===== config.mk =====
export PLATFORM = sky130hd
export DESIGN_NAME = mac_top
export DESIGN_NICKNAME = d
export VERILOG_FILES = /design/src/hw/mac_pkg.sv /design/src/hw/mac_top.sv
export SDC_FILE = /design/constraint.sdc
export NUM_CORES = 1
export LEC_CHECK = 0
export BUFFER_PORTS_ARGS = -buffer_cell sky130_fd_sc_hd__buf_2
export CAP_MARGIN = 40
export CORE_UTILIZATION = 50
export CTS_CLUSTER_SIZE = 20
export DETAILED_ROUTE_END_ITERATION = 6
export PLACE_DENSITY = 0.82
export SLEW_MARGIN = 25
export SYNTH_ARGS = -nofsm -noshare
export SYNTH_HDL_FRONTEND = slang
export SYNTH_SLANG_ARGS = --single-unit

===== constraint.sdc =====
create_clock -name aclk -period 20 [get_ports aclk]
set_input_delay 0 -clock aclk [delete_from_list [all_inputs] [get_ports aclk]]
set_output_delay 0 -clock aclk [all_outputs]
set_load 0.03 [all_outputs]

===== src/hw/mac_pkg.sv =====
package mac_pkg;

    // ----------------------------------------------------------------
    // datapath widths
    // ----------------------------------------------------------------
    localparam int OPERAND_W = 12;
    localparam int PRODUCT_W = 24;
    localparam int LOW_W     = 12;
    localparam int HIGH_W    = 12;
    localparam int EXT_W     = 3;
    localparam int ACC_W     = LOW_W + HIGH_W + EXT_W;

    // ----------------------------------------------------------------
    // field positions inside the accumulator
    // ----------------------------------------------------------------
    localparam int LOW_LSB  = 0;
    localparam int HIGH_LSB = LOW_W;
    localparam int EXT_LSB  = LOW_W + HIGH_W;

    // ----------------------------------------------------------------
    // rounding constant: one at top bit of the product's lower half
    // ----------------------------------------------------------------
    localparam logic [ACC_W-1:0] ROUND_ADD = 27'h0000800;

    // ----------------------------------------------------------------
    // reset values
    // ----------------------------------------------------------------
    localparam logic [ACC_W-1:0]     ACC_RESET     = 27'h0000000;
    localparam logic [OPERAND_W-1:0] OPERAND_RESET = 12'h000;

    // ----------------------------------------------------------------
    // register map (byte addresses)
    // ----------------------------------------------------------------
    localparam int             ADDR_W   = 4;
    localparam logic [ADDR_W-1:0] REG_ACC  = 4'h0;
    localparam logic [ADDR_W-1:0] REG_OPER = 4'h4;
    localparam logic [ADDR_W-1:0] REG_CTRL = 4'h8;
    localparam logic [ADDR_W-1:0] REG_CMD  = 4'hc;

    // control readback bit positions
    localparam int CTRL_RND_BIT = 0;
    localparam int CTRL_TC_BIT  = 1;
    localparam int CTRL_ACC_BIT = 2;
    localparam int CTRL_SUB_BIT = 3;

    // command register: write one to clear the accumulator unless a result edge comes in the same cycle
    localparam int CMD_CLEAR_BIT = 0;

    // ----------------------------------------------------------------
    // bus responses
    // ----------------------------------------------------------------
    localparam logic [1:0] RESP_OKAY   = 2'h0;
    localparam logic [1:0] RESP_SLVERR = 2'h2;

endpackage : mac_pkg


===== src/hw/mac_top.sv =====
module mac_top
    import mac_pkg::*;
(
    input  wire logic                 aclk,
    input  wire logic                 aresetn,
    input  wire logic                 operand_a_clk,
    input  wire logic                 operand_b_clk,
    input  wire logic                 result_clk,
    input  wire logic [OPERAND_W-1:0] operand_a,
    input  wire logic [OPERAND_W-1:0] operand_b,
    input  wire logic                 round_control,
    input  wire logic                 signed_format_select,
    input  wire logic                 accumulate_control,
    input  wire logic                 subtract_control,
    input  wire logic                 preload_control,
    input  wire logic                 extension_output_enable_n,
    input  wire logic                 high_output_enable_n,
    input  wire logic                 low_output_enable_n,
    input  wire logic [LOW_W-1:0]     result_low_section_i,
    output logic      [LOW_W-1:0]     result_low_section_o,
    output logic                      result_low_section_oe,
    input  wire logic [HIGH_W-1:0]    result_high_section_i,
    output logic      [HIGH_W-1:0]    result_high_section_o,
    output logic                      result_high_section_oe,
    input  wire logic [EXT_W-1:0]     result_extension_section_i,
    output logic      [EXT_W-1:0]     result_extension_section_o,
    output logic                      result_extension_section_oe,
    input  wire logic [31:0]          s_axi_awaddr,
    input  wire logic [2:0]           s_axi_awprot,
    input  wire logic                 s_axi_awvalid,
    output logic                      s_axi_awready,
    input  wire logic [31:0]          s_axi_wdata,
    input  wire logic [3:0]           s_axi_wstrb,
    input  wire logic                 s_axi_wvalid,
    output logic                      s_axi_wready,
    output logic      [1:0]           s_axi_bresp,
    output logic                      s_axi_bvalid,
    input  wire logic                 s_axi_bready,
    input  wire logic [31:0]          s_axi_araddr,
    input  wire logic [2:0]           s_axi_arprot,
    input  wire logic                 s_axi_arvalid,
    output logic                      s_axi_arready,
    output logic      [31:0]          s_axi_rdata,
    output logic      [1:0]           s_axi_rresp,
    output logic                      s_axi_rvalid,
    input  wire logic                 s_axi_rready
);

    // ----------------------------------------------------------------
    // clock pin edge detection
    // ----------------------------------------------------------------
    logic a_clk_q;
    logic b_clk_q;
    logic or_clk_q;
    logic r_clk_q;
    wire  or_clk = operand_a_clk | operand_b_clk;
    wire  a_rise  = operand_a_clk & ~a_clk_q;
    wire  b_rise  = operand_b_clk & ~b_clk_q;
    wire  or_rise = or_clk & ~or_clk_q;
    wire  r_rise  = result_clk & ~r_clk_q;

    always_ff @(posedge aclk) begin
        if (!aresetn) begin
            a_clk_q  <= 1'b0;
            b_clk_q  <= 1'b0;
            or_clk_q <= 1'b0;
            r_clk_q  <= 1'b0;
        end else begin
            a_clk_q  <= operand_a_clk;
            b_clk_q  <= operand_b_clk;
            or_clk_q <= or_clk;
            r_clk_q  <= result_clk;
        end
    end

    // ----------------------------------------------------------------
    // operand and control registers
    // ----------------------------------------------------------------
    logic [OPERAND_W-1:0] opa_q;
    logic [OPERAND_W-1:0] opb_q;
    logic                 rnd_q;
    logic                 tc_q;
    logic                 accum_q;
    logic                 sub_q;

    always_ff @(posedge aclk) begin
        if (!aresetn) begin
            opa_q <= OPERAND_RESET;
        end else if (a_rise) begin
            opa_q <= operand_a;
        end
    end

    always_ff @(posedge aclk) begin
        if (!aresetn) begin
            opb_q <= OPERAND_RESET;
        end else if (b_rise) begin
            opb_q <= operand_b;
        end
    end

    always_ff @(posedge aclk) begin
        if (!aresetn) begin
            rnd_q   <= 1'b0;
            tc_q    <= 1'b0;
            accum_q <= 1'b0;
            sub_q   <= 1'b0;
        end else if (or_rise) begin
            rnd_q   <= round_control;
            tc_q    <= signed_format_select;
            accum_q <= accumulate_control;
            sub_q   <= subtract_control;
        end
    end

    // ----------------------------------------------------------------
    // multiplier and accumulator arithmetic
    // ----------------------------------------------------------------
    localparam int EXTEND_W = ACC_W - OPERAND_W;

    logic [ACC_W-1:0]   acc_q;
    logic [ACC_W-1:0]   acc_d;
    logic [2*ACC_W-1:0] full_prod;

    wire [EXTEND_W-1:0] a_fill = tc_q ? {EXTEND_W{opa_q[OPERAND_W-1]}}
                                      : {EXTEND_W{1'b0}};
    wire [EXTEND_W-1:0] b_fill = tc_q ? {EXTEND_W{opb_q[OPERAND_W-1]}}
                                      : {EXTEND_W{1'b0}};
    wire [ACC_W-1:0]    a_ext  = {a_fill, opa_q};
    wire [ACC_W-1:0]    b_ext  = {b_fill, opb_q};

    // full 54-bit product of the operands extended to 27 bits (sign fill only when tc_q)
    assign full_prod = a_ext * b_ext;
    wire [PRODUCT_W-1:0] product = full_prod[PRODUCT_W-1:0];
    wire [ACC_W-1:0]     prod_ext =
        {{(ACC_W-PRODUCT_W){tc_q & product[PRODUCT_W-1]}}, product};

    wire [ACC_W-1:0] prod_rnd = rnd_q ? ACC_W'(prod_ext + ROUND_ADD)
                                      : prod_ext;

    wire [ACC_W-1:0] acc_sum  = ACC_W'(prod_rnd + acc_q);
    wire [ACC_W-1:0] acc_diff = ACC_W'(prod_rnd - acc_q);
    wire [ACC_W-1:0] acc_next = !accum_q ? prod_rnd
                              : (sub_q ? acc_diff : acc_sum);

    // ----------------------------------------------------------------
    // accumulator sections and preload
    // ----------------------------------------------------------------
    logic clear_pulse;

    wire load_low  = preload_control & low_output_enable_n;
    wire load_high = preload_control & high_output_enable_n;
    wire load_ext  = preload_control & extension_output_enable_n;

    always_comb begin
        acc_d = acc_q;
        if (r_rise) begin
            if (!preload_control) begin
                acc_d = acc_next;
            end else begin
                if (load_low) begin
                    acc_d[LOW_LSB +: LOW_W] = result_low_section_i;
                end
                if (load_high) begin
                    acc_d[HIGH_LSB +: HIGH_W] = result_high_section_i;
                end
                if (load_ext) begin
                    acc_d[EXT_LSB +: EXT_W] = result_extension_section_i;
                end
            end
        end else if (clear_pulse) begin
            acc_d = ACC_RESET;
        end
    end

    // state moves only at result edges or on a clear command
    always_ff @(posedge aclk) begin
        if (!aresetn) begin
            acc_q <= ACC_RESET;
        end else begin
            acc_q <= acc_d;
        end
    end

    assign result_low_section_o       = acc_q[LOW_LSB +: LOW_W];
    assign result_high_section_o      = acc_q[HIGH_LSB +: HIGH_W];
    assign result_extension_section_o = acc_q[EXT_LSB +: EXT_W];

    // enables act on drivers without a clock
    assign result_low_section_oe  = ~preload_control & ~low_output_enable_n;
    assign result_high_section_oe = ~preload_control & ~high_output_enable_n;
    assign result_extension_section_oe =
        ~preload_control & ~extension_output_enable_n;

    // ----------------------------------------------------------------
    // register bus slave
    // ----------------------------------------------------------------
    logic              aw_full_q;
    logic              w_full_q;
    logic [ADDR_W-1:0] waddr_q;
    logic [31:0]       wdata_q;
    logic [3:0]        wstrb_q;
    logic              bvalid_q;
    logic [1:0]        bresp_q;
    logic              rvalid_q;
    logic [31:0]       rdata_q;
    logic [1:0]        rresp_q;

    wire aw_take  = s_axi_awvalid & ~aw_full_q;
    wire w_take   = s_axi_wvalid & ~w_full_q;
    wire do_write = aw_full_q & w_full_q & ~bvalid_q;
    wire ar_take  = s_axi_arvalid & ~rvalid_q;

    wire [ADDR_W-1:0] raddr   = s_axi_araddr[ADDR_W-1:0];
    wire              w_hit   = (waddr_q == REG_CMD);
    wire              r_hit   = (raddr == REG_ACC) | (raddr == REG_OPER)
                              | (raddr == REG_CTRL) | (raddr == REG_CMD);
    wire              w_upper = |s_axi_awaddr[31:ADDR_W];
    logic             waddr_bad_q;

    wire [31:0] ctrl_word = {28'h0000000, sub_q, accum_q, tc_q, rnd_q};
    wire [31:0] oper_word = {4'h0, opb_q, 4'h0, opa_q};
    wire [31:0] acc_word  = {{(32-ACC_W){1'b0}}, acc_q};
    wire [31:0] rd_mux    = (raddr == REG_ACC)  ? acc_word
                          : (raddr == REG_OPER) ? oper_word
                          : (raddr == REG_CTRL) ? ctrl_word
                          : 32'h00000000;
    wire        r_ok      = r_hit & ~(|s_axi_araddr[31:ADDR_W]);

    assign clear_pulse = do_write & w_hit & ~waddr_bad_q & wstrb_q[0]
                       & wdata_q[CMD_CLEAR_BIT];

    assign s_axi_awready = ~aw_full_q;
    assign s_axi_wready  = ~w_full_q;
    assign s_axi_arready = ~rvalid_q;
    assign s_axi_bvalid  = bvalid_q;
    assign s_axi_bresp   = bresp_q;
    assign s_axi_rvalid  = rvalid_q;
    assign s_axi_rdata   = rdata_q;
    assign s_axi_rresp   = rresp_q;

    always_ff @(posedge aclk) begin
        if (!aresetn) begin
            aw_full_q   <= 1'b0;
            waddr_q     <= '0;
            waddr_bad_q <= 1'b0;
        end else if (aw_take) begin
            aw_full_q   <= 1'b1;
            waddr_q     <= s_axi_awaddr[ADDR_W-1:0];
            waddr_bad_q <= w_upper;
        end else if (do_write) begin
            aw_full_q   <= 1'b0;
        end
    end

    always_ff @(posedge aclk) begin
        if (!aresetn) begin
            w_full_q <= 1'b0;
            wdata_q  <= 32'h00000000;
            wstrb_q  <= 4'h0;
        end else if (w_take) begin
            w_full_q <= 1'b1;
            wdata_q  <= s_axi_wdata;
            wstrb_q  <= s_axi_wstrb;
        end else if (do_write) begin
            w_full_q <= 1'b0;
        end
    end

    always_ff @(posedge aclk) begin
        if (!aresetn) begin
            bvalid_q <= 1'b0;
            bresp_q  <= RESP_OKAY;
        end else if (do_write) begin
            bvalid_q <= 1'b1;
            bresp_q  <= (w_hit & ~waddr_bad_q) ? RESP_OKAY : RESP_SLVERR;
        end else if (s_axi_bready) begin
            bvalid_q <= 1'b0;
        end
    end

    always_ff @(posedge aclk) begin
        if (!aresetn) begin
            rvalid_q <= 1'b0;
            rdata_q  <= 32'h00000000;
            rresp_q  <= RESP_OKAY;
        end else if (ar_take) begin
            rvalid_q <= 1'b1;
            rdata_q  <= r_ok ? rd_mux : 32'h00000000;
            rresp_q  <= r_ok ? RESP_OKAY : RESP_SLVERR;
        end else if (s_axi_rready) begin
            rvalid_q <= 1'b0;
        end
    end

endmodule : mac_top


Word level (Yosys, flattened, before mapping)
Cells that the tools add are included.
- flip-flop bits (word level): 106
- input bits: 175
- output and inout bits: 71
- word-level logic and storage cells: 110
- add/sub/neg operators: 3
- multipliers: 1
- equality and inequality tests: 7
- muxes and demuxes: 24
- bitwise logic cells: 40
- reduce and logical (&&, ||, !) cells: 11
- operators with widths (kind ; number):
    2-to-1 mux 27 bit ; 6
    2-to-1 mux 28 bit ; 3
    OR reduction 28 bit ; 2
    2-to-1 mux 15 bit ; 2
    adder 27 bit ; 1
    multiplier 27 x 27 -> 24 bit ; 1
    subtractor 27 bit ; 1
    adder 25 x 13 -> 26 bit, second input constant ; 1
    2-to-1 mux 12 bit ; 2
    AND 1 bit ; 22
    NOT 1 bit ; 14
    == test 4 bit, second input constant ; 3
    nonzero test 2 bit ; 5
    inequality test 3 x 2 -> 1 bit, second input constant ; 3
    2-to-1 mux 1 bit ; 7
    AND reduction 2 bit ; 3
    == test 4 x 3 -> 1 bit, second input constant ; 1
    zero test 4 bit ; 1
    2-to-1 mux 2 bit ; 2
    2-to-1 mux 4 bit ; 1
    bitwise OR 1 bit ; 4
    2-to-1 mux 3 bit ; 1

Logic depth before layout (Yosys ltp)
Gate-level depths: netlist of the first run.
- word-level depth: 10
- mapped depth: 39
- depth with buffers taken out: 37

Least setup slack after synthesis of the first run
OpenSTA, ideal clock, no wires.
- path type: flip-flop to flip-flop
- start: reg tc_q
- end: reg acc_q[26]
- library setup time: 115 ps
- arrival: 8797 ps
- required time: 19885 ps
- setup slack: 11088 ps
- stages on the path, launching flop included: 40
- buffers on the path: 3
- clock period less this slack: 8912 ps
- cells stage by stage: dfxtp_1 -> clkbuf_1 -> and2_1 -> clkbuf_1 -> nand2_1 -> inv_1 -> fa_1 -> inv_1 -> fa_1 -> fa_1 -> fa_1 -> inv_1 -> ha_1 -> fa_1 -> inv_1 -> fa_1 -> inv_1 -> ha_1 -> [... 4 more ...] -> o31a_1 -> nor2_1 -> xnor2_1 -> and3_1 -> nand2_1 -> xor2_1 -> ha_1 -> a21o_1 -> a211o_1 -> a2111oi_0 -> nor3b_1 -> o21ai_0 -> a21oi_1 -> xnor2_1 -> nand2_1 -> xor2_1 -> nor3_2 -> o21a_1
- longest elaborated chain between the ends: 10
- elaborated cells on any way between the ends: 12
- classes of those cells: 3 x add/sub; 1 x mul; 7 x mux; 1 x bitwise
- RTL lines (item ; line ; text):
    start, declared ; mac_top.sv:82 ; logic tc_q;
    start signal, assigned ; mac_top.sv:110 ; tc_q <= signed_format_select;
    2-to-1 mux 15 bit, on equally long branches ; mac_top.sv:125, mac_top.sv:127 ;
    multiplier 27 x 27 -> 24 bit ; mac_top.sv:133 ; assign full_prod = a_ext * b_ext;
    AND 1 bit ; mac_top.sv:136 ; {{(ACC_W-PRODUCT_W){tc_q & product[PRODUCT_W-1]}}, product};
    adder 25 x 13 -> 26 bit ; mac_top.sv:138 ; wire [ACC_W-1:0] prod_rnd = rnd_q ? ACC_W'(prod_ext + ROUND_ADD)
    2-to-1 mux 27 bit * ; mac_top.sv:138 ;
    adder 27 bit or subtractor 27 bit (tied branches) ; mac_top.sv:141, mac_top.sv:142 ;
    2-to-1 mux 27 bit ; mac_top.sv:144 ; : (sub_q ? acc_diff : acc_sum);
    2-to-1 mux 27 bit * ; mac_top.sv:143 ; wire [ACC_W-1:0] acc_next = !accum_q ? prod_rnd
    2-to-1 mux 27 bit * ; mac_top.sv:158 ; if (!preload_control) begin
    2-to-1 mux 27 bit * ; mac_top.sv:157 ; if (r_rise) begin
    end signal, assigned ; mac_top.sv:179 ; acc_q <= ACC_RESET;
    end signal, assigned ; mac_top.sv:181 ; acc_q <= acc_d;
    end, declared ; mac_top.sv:121 ; logic [ACC_W-1:0] acc_q;
Every way passes the cells marked *; elsewhere a longest branch is shown, timed or not.
A chain may end at the register's enable or synchronous reset.

Worst setup path after layout of the first run
Same ends and word-level chain as after synthesis.

==> metrics.md, run 1 <==
| Metric | Value |
|---|---|
| Total Wirelength | `43.25 mm` |
| FFs w/ async S/R, synth | `0%` |
| Postcts setup bufs | `0` |
| Routed via count | `13110` |
| Required time of the critical path | `20.26 ns` |
| Max-slew violations | `0` |
| Clock-pin slew on the worst setup and hold paths | `0.09 ns` |
| Post-Synth Adder-Cell Area | `35.21%` |
| Critical Path Fanout Max | `17` |
| Share of layout cells above drive strength 1 | `12.89%` |
| CP Class | `flip-flop to flip-flop` |
| CTS resizes | `0` |
| Setup-failing EPs final | `0` |
| Clock share of power | `23.3%` |
| Starting DRC count in detailed routing | `1042` |
| # nets final | `2372` |
| Top-area cell type share of the netlist area | `25.60%` |
| Worst hold slack | `0.0008540 ns` |
| Clock Sinks | `100` |
| Wire length per cell | `18.90 um` |
| Die W | `171.2 um` |
| Post-synth EDFFs | `0` |
| Cell taking the most area after synthesis | `fa_1` |
| Area Overhead vs Synth | `14.62%` |
| Critical path's largest stage delay | `0.83 ns` |
| Overflow left after global routing | `0` |
| Synthesized area per cell | `8.370 sq um` |
| Core ar. | `27930 sq um` |
| Simple-gate share of the synthesized area | `18.85%` |
| Vias in the first global route | `13280` |
| Overall Global Routing Usage | `29.85%` |
| VDD IR max | `55.93 uV` |
| Distinct cell type count after synthesis | `74` |
| Port bufs | `199` |
| Final Hold Viols | `0` |
| Fill cells | `2375` |
| Global-route wire length before repair | `67.76 mm` |
| Clock Skew | `0.01782 ns` |
| Switching Fraction | `41.70%` |
| Drt first pass iters | `7` |
| Cts hold-fix bufs | `52` |
| DIE AREA | `29310 sq um` |
| Status | `finished clean` |
| IO Pins | `246` |
| Cell Pwr Density | `46.17 nW/um^2` |
| Largest net degree at the start of global routing | `92` |
| Top cells by area, synth | `fa_1, dfxtp_1, ha_1, inv_1, xnor2_1` |
| Gate power share | `45.6%` |
| Worst slew pin tran | `0.9246 ns` |
| Mux cell area share after synthesis | `1.626%` |
| Post-route DRC | `0` |
| Worst path slowest cell | `dfxtp_1` |
| Via density | `5.729` |
| Main combinational cell family by area after synthesis | `adder cells` |
| Period utilisation layout | `52.32%` |
| CTS Buffer Depth | `2` |
| Max-Cap Viols | `0` |
| CP delay by family, top | `adder cells` |
| XOR/XNOR Fraction of Synth Area | `6.478%` |
| CP Capture Type | `flip-flop` |
| Post-synthesis compound-gate area fraction | `14.29%` |
| Mapped Area | `14310 sq um` |
| Most used cell, CP | `fa_1` |
| Share of power burned in registers | `31.1%` |
| Cell chosen for the clock root | `clkbuf_16` |
| LEAKAGE | `0.008157 uW` |
| Register area share after synthesis | `13.99%` |
| Slew HR | `38.27%` |
| Detail Route Antenna Nets | `0` |
| Crit path buffers/inverters | `5` |
| Chip Height | `171.2 um` |
| Worst-skew pair later-pin latency | `0.37 ns` |
| Placer Congestion | `0.9433` |
| CTS Buf Count | `9` |
| Fin util | `58.73%` |
| Htree depth | `3` |
| RSZ-0062 raised after global routing | `false` |
| Psw | `315.9 uW` |
| CP Launch Type | `flip-flop` |
| Cells after Synth | `1710` |
| Detailed placement HPWL | `32.49 mm` |
| Hold crit path type | `input port to flip-flop` |
| Tmin final | `10.46 ns` |
| Max Freq | `95.57 MHz` |
| Initial antenna violation count | `1` |
| Starting density of the core | `51.24%` |
| Pint | `441.5 uW` |
| WP data arrival | `10.72 ns` |
| Row cnt | `61` |
| Warnings from Yosys | `0` |
| Top FF cell, synth | `dfxtp_1` |
| FF+latch count, synth | `100` |
| CTS tree | `yes` |
| Total negative slack | `0 ns` |
## kinds of logic after synthesis
kind of cell,count (synthesis)
multiplexers,23
AO/OA/AOI/OAI,296
buffers and inverters,357
adder cells (fa/ha/maj),293
flip-flops,100
other,1
XOR/XNOR,105
AND/OR/NAND/NOR,535
## per-stage QoR
stage                     area, sq um  instances  total power (uW)  worst slack, ns
after floorplan                 14330       1715             475.1            11.09
after global placement          15490       2212             554.7            9.701
after detailed placement        15530       2215             564.3            9.720
after CTS                       16340       2283             747.0            9.628
after global routing            16400       2288             796.1            9.134
final                           16400       2288             757.4            9.536
## registers in the layout, indices dropped and copies added, names as in the netlist
| name | cells |
|---|---|
| s_axi_rvalid | 1 |
| acc_q | 27 |
| rnd_q | 1 |
| or_clk_q | 1 |
| wstrb_q | 1 |
| r_clk_q | 1 |
| waddr_bad_q | 1 |
| w_full_q | 1 |
| a_clk_q | 1 |
| wdata_q | 1 |
| sub_q | 1 |
| s_axi_rdata | 28 |
| accum_q | 1 |
| b_clk_q | 1 |
| tc_q | 1 |
| aw_full_q | 1 |
| opa_q | 12 |
| s_axi_rresp | 1 |
| opb_q | 12 |
| waddr_q | 4 |
| s_axi_bresp | 1 |
| s_axi_bvalid | 1 |
## cell usage in the layout, fill, tap and decap left out, drive strengths merged, types with 10 or more instances in the layout
cell type / Yosys / layout
buf: 9 / 209
a22oi: 20 / 20
mux2i: 21 / 21
and3: 16 / 16
inv: 273 / 274
fa: 183 / 183
clkbuf: 75 / 10
xnor2: 87 / 87
nand4: 10 / 10
a21boi: 43 / 43
dlygate4sd3: 0 / 52
o221ai: 20 / 20
xor2: 18 / 18
o21ai: 57 / 57
nand2: 196 / 196
o21a: 12 / 12
nor2: 70 / 70
nand2b: 14 / 14
a21oi: 58 / 58
dfxtp: 100 / 100
ha: 110 / 110
and2: 111 / 111
a21o: 22 / 22
nor4: 19 / 19
nor3: 21 / 21
nor2b: 43 / 43
## power by group through the flow
stage	registers [uW]	logic [uW]	clock network, uW
CTS	235	336	176
finish	235	345	177
floorplan	228	247	0
detailed placement	239	325	0
global route	236	378	182
global placement	240	315	0
## synth_stat cells, types with 21 or more instances
cell type  count
nand2_1      196
nor2b_1       42
a21boi_0      43
inv_1        272
a21o_1        22
mux2i_1       21
ha_1         110
xnor2_1       86
a21oi_1       58
fa_1         183
dfxtp_1      100
nor2_1        70
clkbuf_1      75
o21ai_0       54
and2_1       111
## area by class of cell
class                   count  area (sq um)  area share, %
repair buffers            262          1645          10.03
multi-input cells        1258         10970          66.87
inverters                 273          1025          6.247
well taps                 378         473.0          2.883
diodes                      1         2.502        0.01525
clock buffers               9         225.2          1.373
clock inverters             7         62.56         0.3814
flip-flops and latches    100          2002          12.20
## metal layers
metal  up-vias  share of wire (%)  routed length (um)  global-route usage [%]
met5         -                  0                   0                       0
met4         0                6.5                2796                   18.59
met1      6273                 38               16250                   35.64
met2       743                 48               20670                   51.01
li1       5899                  -                   -                       -
met3       193                8.1                3522                   3.912
## path summary, 6_finish.rpt
check,slack (ns),end,start,cells past startpoint
setup / recovery,9.54,acc_q[26],tc_q,36
setup reg to reg,9.54,acc_q[26],tc_q,36
hold reg to reg,0.48,s_axi_rdata[8],s_axi_rdata[8],2
hold / removal,0.0009,acc_q[6],result_low_section_i[6],4
## worst min-delay path, stage by stage
cell and delay [ns]:
buf_2 0.08, a21o_1 0.10, a22oi_1 0.06, nor2b_1 0.10
Note: power is estimated with default switching activity, not from simulation.
==> run 2, diff against run 1 <==
--- a/config.mk
+++ b/config.mk
@@ -10,7 +10,7 @@
 export CORE_UTILIZATION = 50
 export CTS_CLUSTER_SIZE = 20
 export DETAILED_ROUTE_END_ITERATION = 6
-export PLACE_DENSITY = 0.82
+export PLACE_DENSITY = 0.85
 export SLEW_MARGIN = 25
 export SYNTH_ARGS = -nofsm -noshare
 export SYNTH_HDL_FRONTEND = slang
==> constraint.sdc (replaced) <==
create_clock -name aclk -period 9.28 [get_ports aclk]
set_input_delay 0 -clock aclk [delete_from_list [all_inputs] [get_ports aclk]]
set_output_delay 0 -clock aclk [all_outputs]
set_load 0.03 [all_outputs]
==> run 2 against run 1 <==
Effect of this change: the run now ends with hold timing left; register-to-register slack lost 9.4 ns; wire length grew 4.6%; via count grew 3.4%; sequential share of layout area shrank 0.14 points; non-clock buffer count grew 31; die area is the same; hold slack lost 0.0015 ns; clock power grew 120%; sequential power grew 110%; critical path depth grew 1; cell count grew 1.4%; clock skew shrank 0.0026 ns; critical path type unchanged; critical endpoint unchanged; largest cell class unchanged.
==> metrics.md, run 2 (synthesis gave the netlist of run 1 again) <==
| Metric | Value |
|---|---|
| Core ar. | `27930 sq um (unchanged)` |
| Required time of the critical path | `9.55 ns (was 20.26 ns)` |
| Max-slew violations | `0 (unchanged)` |
| Met2 WL post-DR | `21.70 mm (was 20.67 mm)` |
| Htree depth | `3 (unchanged)` |
| Routed via count | `13550 (was 13110)` |
| Post-route DRC | `0 (unchanged)` |
| Largest register FFs | `28 (unchanged)` |
| CP delay by family, top | `adder cells (unchanged)` |
| Clock Skew | `0.01520 ns (was 0.01782 ns)` |
| Worst path slowest cell | `fa_1 (was dfxtp_1)` |
| Detailed placement HPWL | `34.78 mm (was 32.49 mm)` |
| WL met1 | `16.16 mm (was 16.25 mm)` |
| Setup-failing EPs final | `0 (unchanged)` |
| Status | `finished, violations left (was finished clean)` |
| Period utilisation layout | `98.58% (was 52.32%)` |
| Via density | `5.842 (was 5.729)` |
| Overall Global Routing Usage | `30.51% (was 29.85%)` |
| Row cnt | `61 (unchanged)` |
| Area Overhead vs Synth | `16.38% (was 14.62%)` |
| Placed cell count | `2249 (was 2215)` |
| CTS tree | `yes (unchanged)` |
| DR WL met3 | `3.505 mm (was 3.522 mm)` |
| Wire length per cell | `19.50 um (was 18.90 um)` |
| CP Capture Type | `flip-flop (unchanged)` |
| Chip Height | `171.2 um (unchanged)` |
| Worst-skew pair later-pin latency | `0.38 ns (was 0.37 ns)` |
| Critical Path Fanout Max | `8 (was 17)` |
| Post-route insts no fill | `2319 (was 2288)` |
| Failing checks | `hold timing` |
| Clock-pin slew on the worst setup and hold paths | `0.08 ns (was 0.09 ns)` |
| Max Freq | `109.3 MHz (was 95.57 MHz)` |
| Commonest non-fill, non-tap cell in the layout | `inv_1 (unchanged)` |
| Highest routed layer | `met4 (unchanged)` |
| Final Hold Viols | `1 (was 0)` |
| Critical path's largest stage delay | `0.56 ns (was 0.83 ns)` |
| Crit path buffers/inverters | `7 (was 5)` |
| Largest net degree at the start of global routing | `90 (was 92)` |
| Fill cells | `2329 (was 2375)` |
| Tmin final | `9.148 ns (was 10.46 ns)` |
| Total Wirelength | `45.21 mm (was 43.25 mm)` |
| Cell Pwr Density | `101.4 nW/um^2 (was 46.17 nW/um^2)` |
| Slew HR | `42.47% (was 38.27%)` |
| Hold crit path type | `input port to flip-flop (unchanged)` |
| DIE AREA | `29310 sq um (unchanged)` |
| CTS Buffer Depth | `2 (unchanged)` |
| IO Pins | `246 (unchanged)` |
| CP Launch Type | `flip-flop (unchanged)` |
| RSZ-0062 raised after global routing | `true (was false)` |
| CP Class | `flip-flop to flip-flop (unchanged)` |
| Dpl ws | `0.2542 ns (was 9.720 ns)` |
| Port bufs | `199 (unchanged)` |
| LEAKAGE | `0.008334 uW (was 0.008157 uW)` |
| # nets final | `2403 (was 2372)` |
| Placer Congestion | `0.9497 (was 0.9433)` |
| Starting density of the core | `51.24% (unchanged)` |
| Drt first pass iters | `6 (was 7)` |
| Max-Cap Viols | `0 (unchanged)` |
| Initial antenna violation count | `1 (unchanged)` |
| VDD IR max | `138.1 uV (was 55.93 uV)` |
| Die W | `171.2 um (unchanged)` |
| CTS Buf Count | `9 (unchanged)` |
| Worst slew pin tran | `0.8618 ns (was 0.9246 ns)` |
| Vias in the first global route | `13750 (was 13280)` |
| Share of layout cells above drive strength 1 | `15.57% (was 12.89%)` |
| Most used cell, CP | `fa_1 (unchanged)` |
| Detail Route Antenna Nets | `0 (unchanged)` |
| Global-route wire length before repair | `68.79 mm (was 67.76 mm)` |
| Most frequent cells in the layout | `inv_1, buf_2, nand2_1, fa_1, and2_1 (unchanged)` |
| Overflow left after global routing | `0 (unchanged)` |
| Final Worst Setup Slack | `0.1321 ns (was 9.536 ns)` |
| Cell chosen for the clock root | `clkbuf_16 (unchanged)` |
| Starting DRC count in detailed routing | `1292 (was 1042)` |
| Clock Sinks | `100 (unchanged)` |
| WP data arrival | `9.41 ns (was 10.72 ns)` |
| Worst hold slack | `-0.0006366 ns (was 0.0008540 ns)` |
## run 2: cell count changes in the layout (fill, tap and decap cells not counted), sizes merged
cell         previous run  this run
buf                   209       246
clkinv                  4         3
dlygate4sd3            52        47
## run 2: where the power goes
part           switching (uW)  internal (uW)
clock network             201            195
registers                44.9            448
logic                     463            338
total                     708            981
## run 2: layout make-up
| class | instances | area [sq um] | area share (%) |
|---|---|---|---|
| antenna | 1 | 2.502 | 0.01502 |
| clock buffer | 10 | 239.0 | 1.435 |
| clock inverter | 6 | 60.06 | 0.3606 |
| inverter | 273 | 1025 | 6.152 |
| multi-input combinational | 1258 | 11030 | 66.21 |
| sequential | 100 | 2009 | 12.06 |
| tap | 378 | 473.0 | 2.839 |
| timing repair buffer | 293 | 1821 | 10.93 |
## run 2: worst min-delay path, delay by kind of cell
family	cells	cell delay, ns
buf+inv	1	0.07
compound gates	2	0.13
simple gates	2	0.14
## run 2: through the flow
stage | utilization, % | power [uW] | cell area [sq um] | TNS (ns)
3_3_place_gp | 56.42 | 1214 | 15760 | 0
3_5_place_dp | 56.45 | 1240 | 15770 | 0
2_1_floorplan | - | 1024 | 14330 | 0
4_1_cts | 59.20 | 1640 | 16540 | 0
6_report | 59.63 | 1689 | 16660 | 0
5_1_grt | 59.63 | 1770 | 16660 | -0.1965
## run 2: repair_timing
item | CTS | global route
setup endpoints to repair | 0 | 6
setup buffers | 0 | 4
resized for setup | 0 | 23
endpoints found under the hold margin | 47 | 0
hold buffers | 47 | 0
## run 2: worst paths after layout
check                                 from               to  slack [ns]  cells after the start
setup / recovery                  opb_q[4]        acc_q[26]        0.13                     37
hold / removal    result_low_section_i[10]        acc_q[10]     -0.0006                      5
setup reg to reg                  opb_q[4]        acc_q[26]        0.13                     37
hold reg to reg            s_axi_rdata[24]  s_axi_rdata[24]        0.47                      2
## run 2: per-layer routing
layer | up-vias | GRT usage (%)
met4 | 0 | 25.58
met3 | 234 | 3.590
li1 | 5976 | -
met2 | 824 | 51.71
met1 | 6514 | 34.53
met5 | - | 0
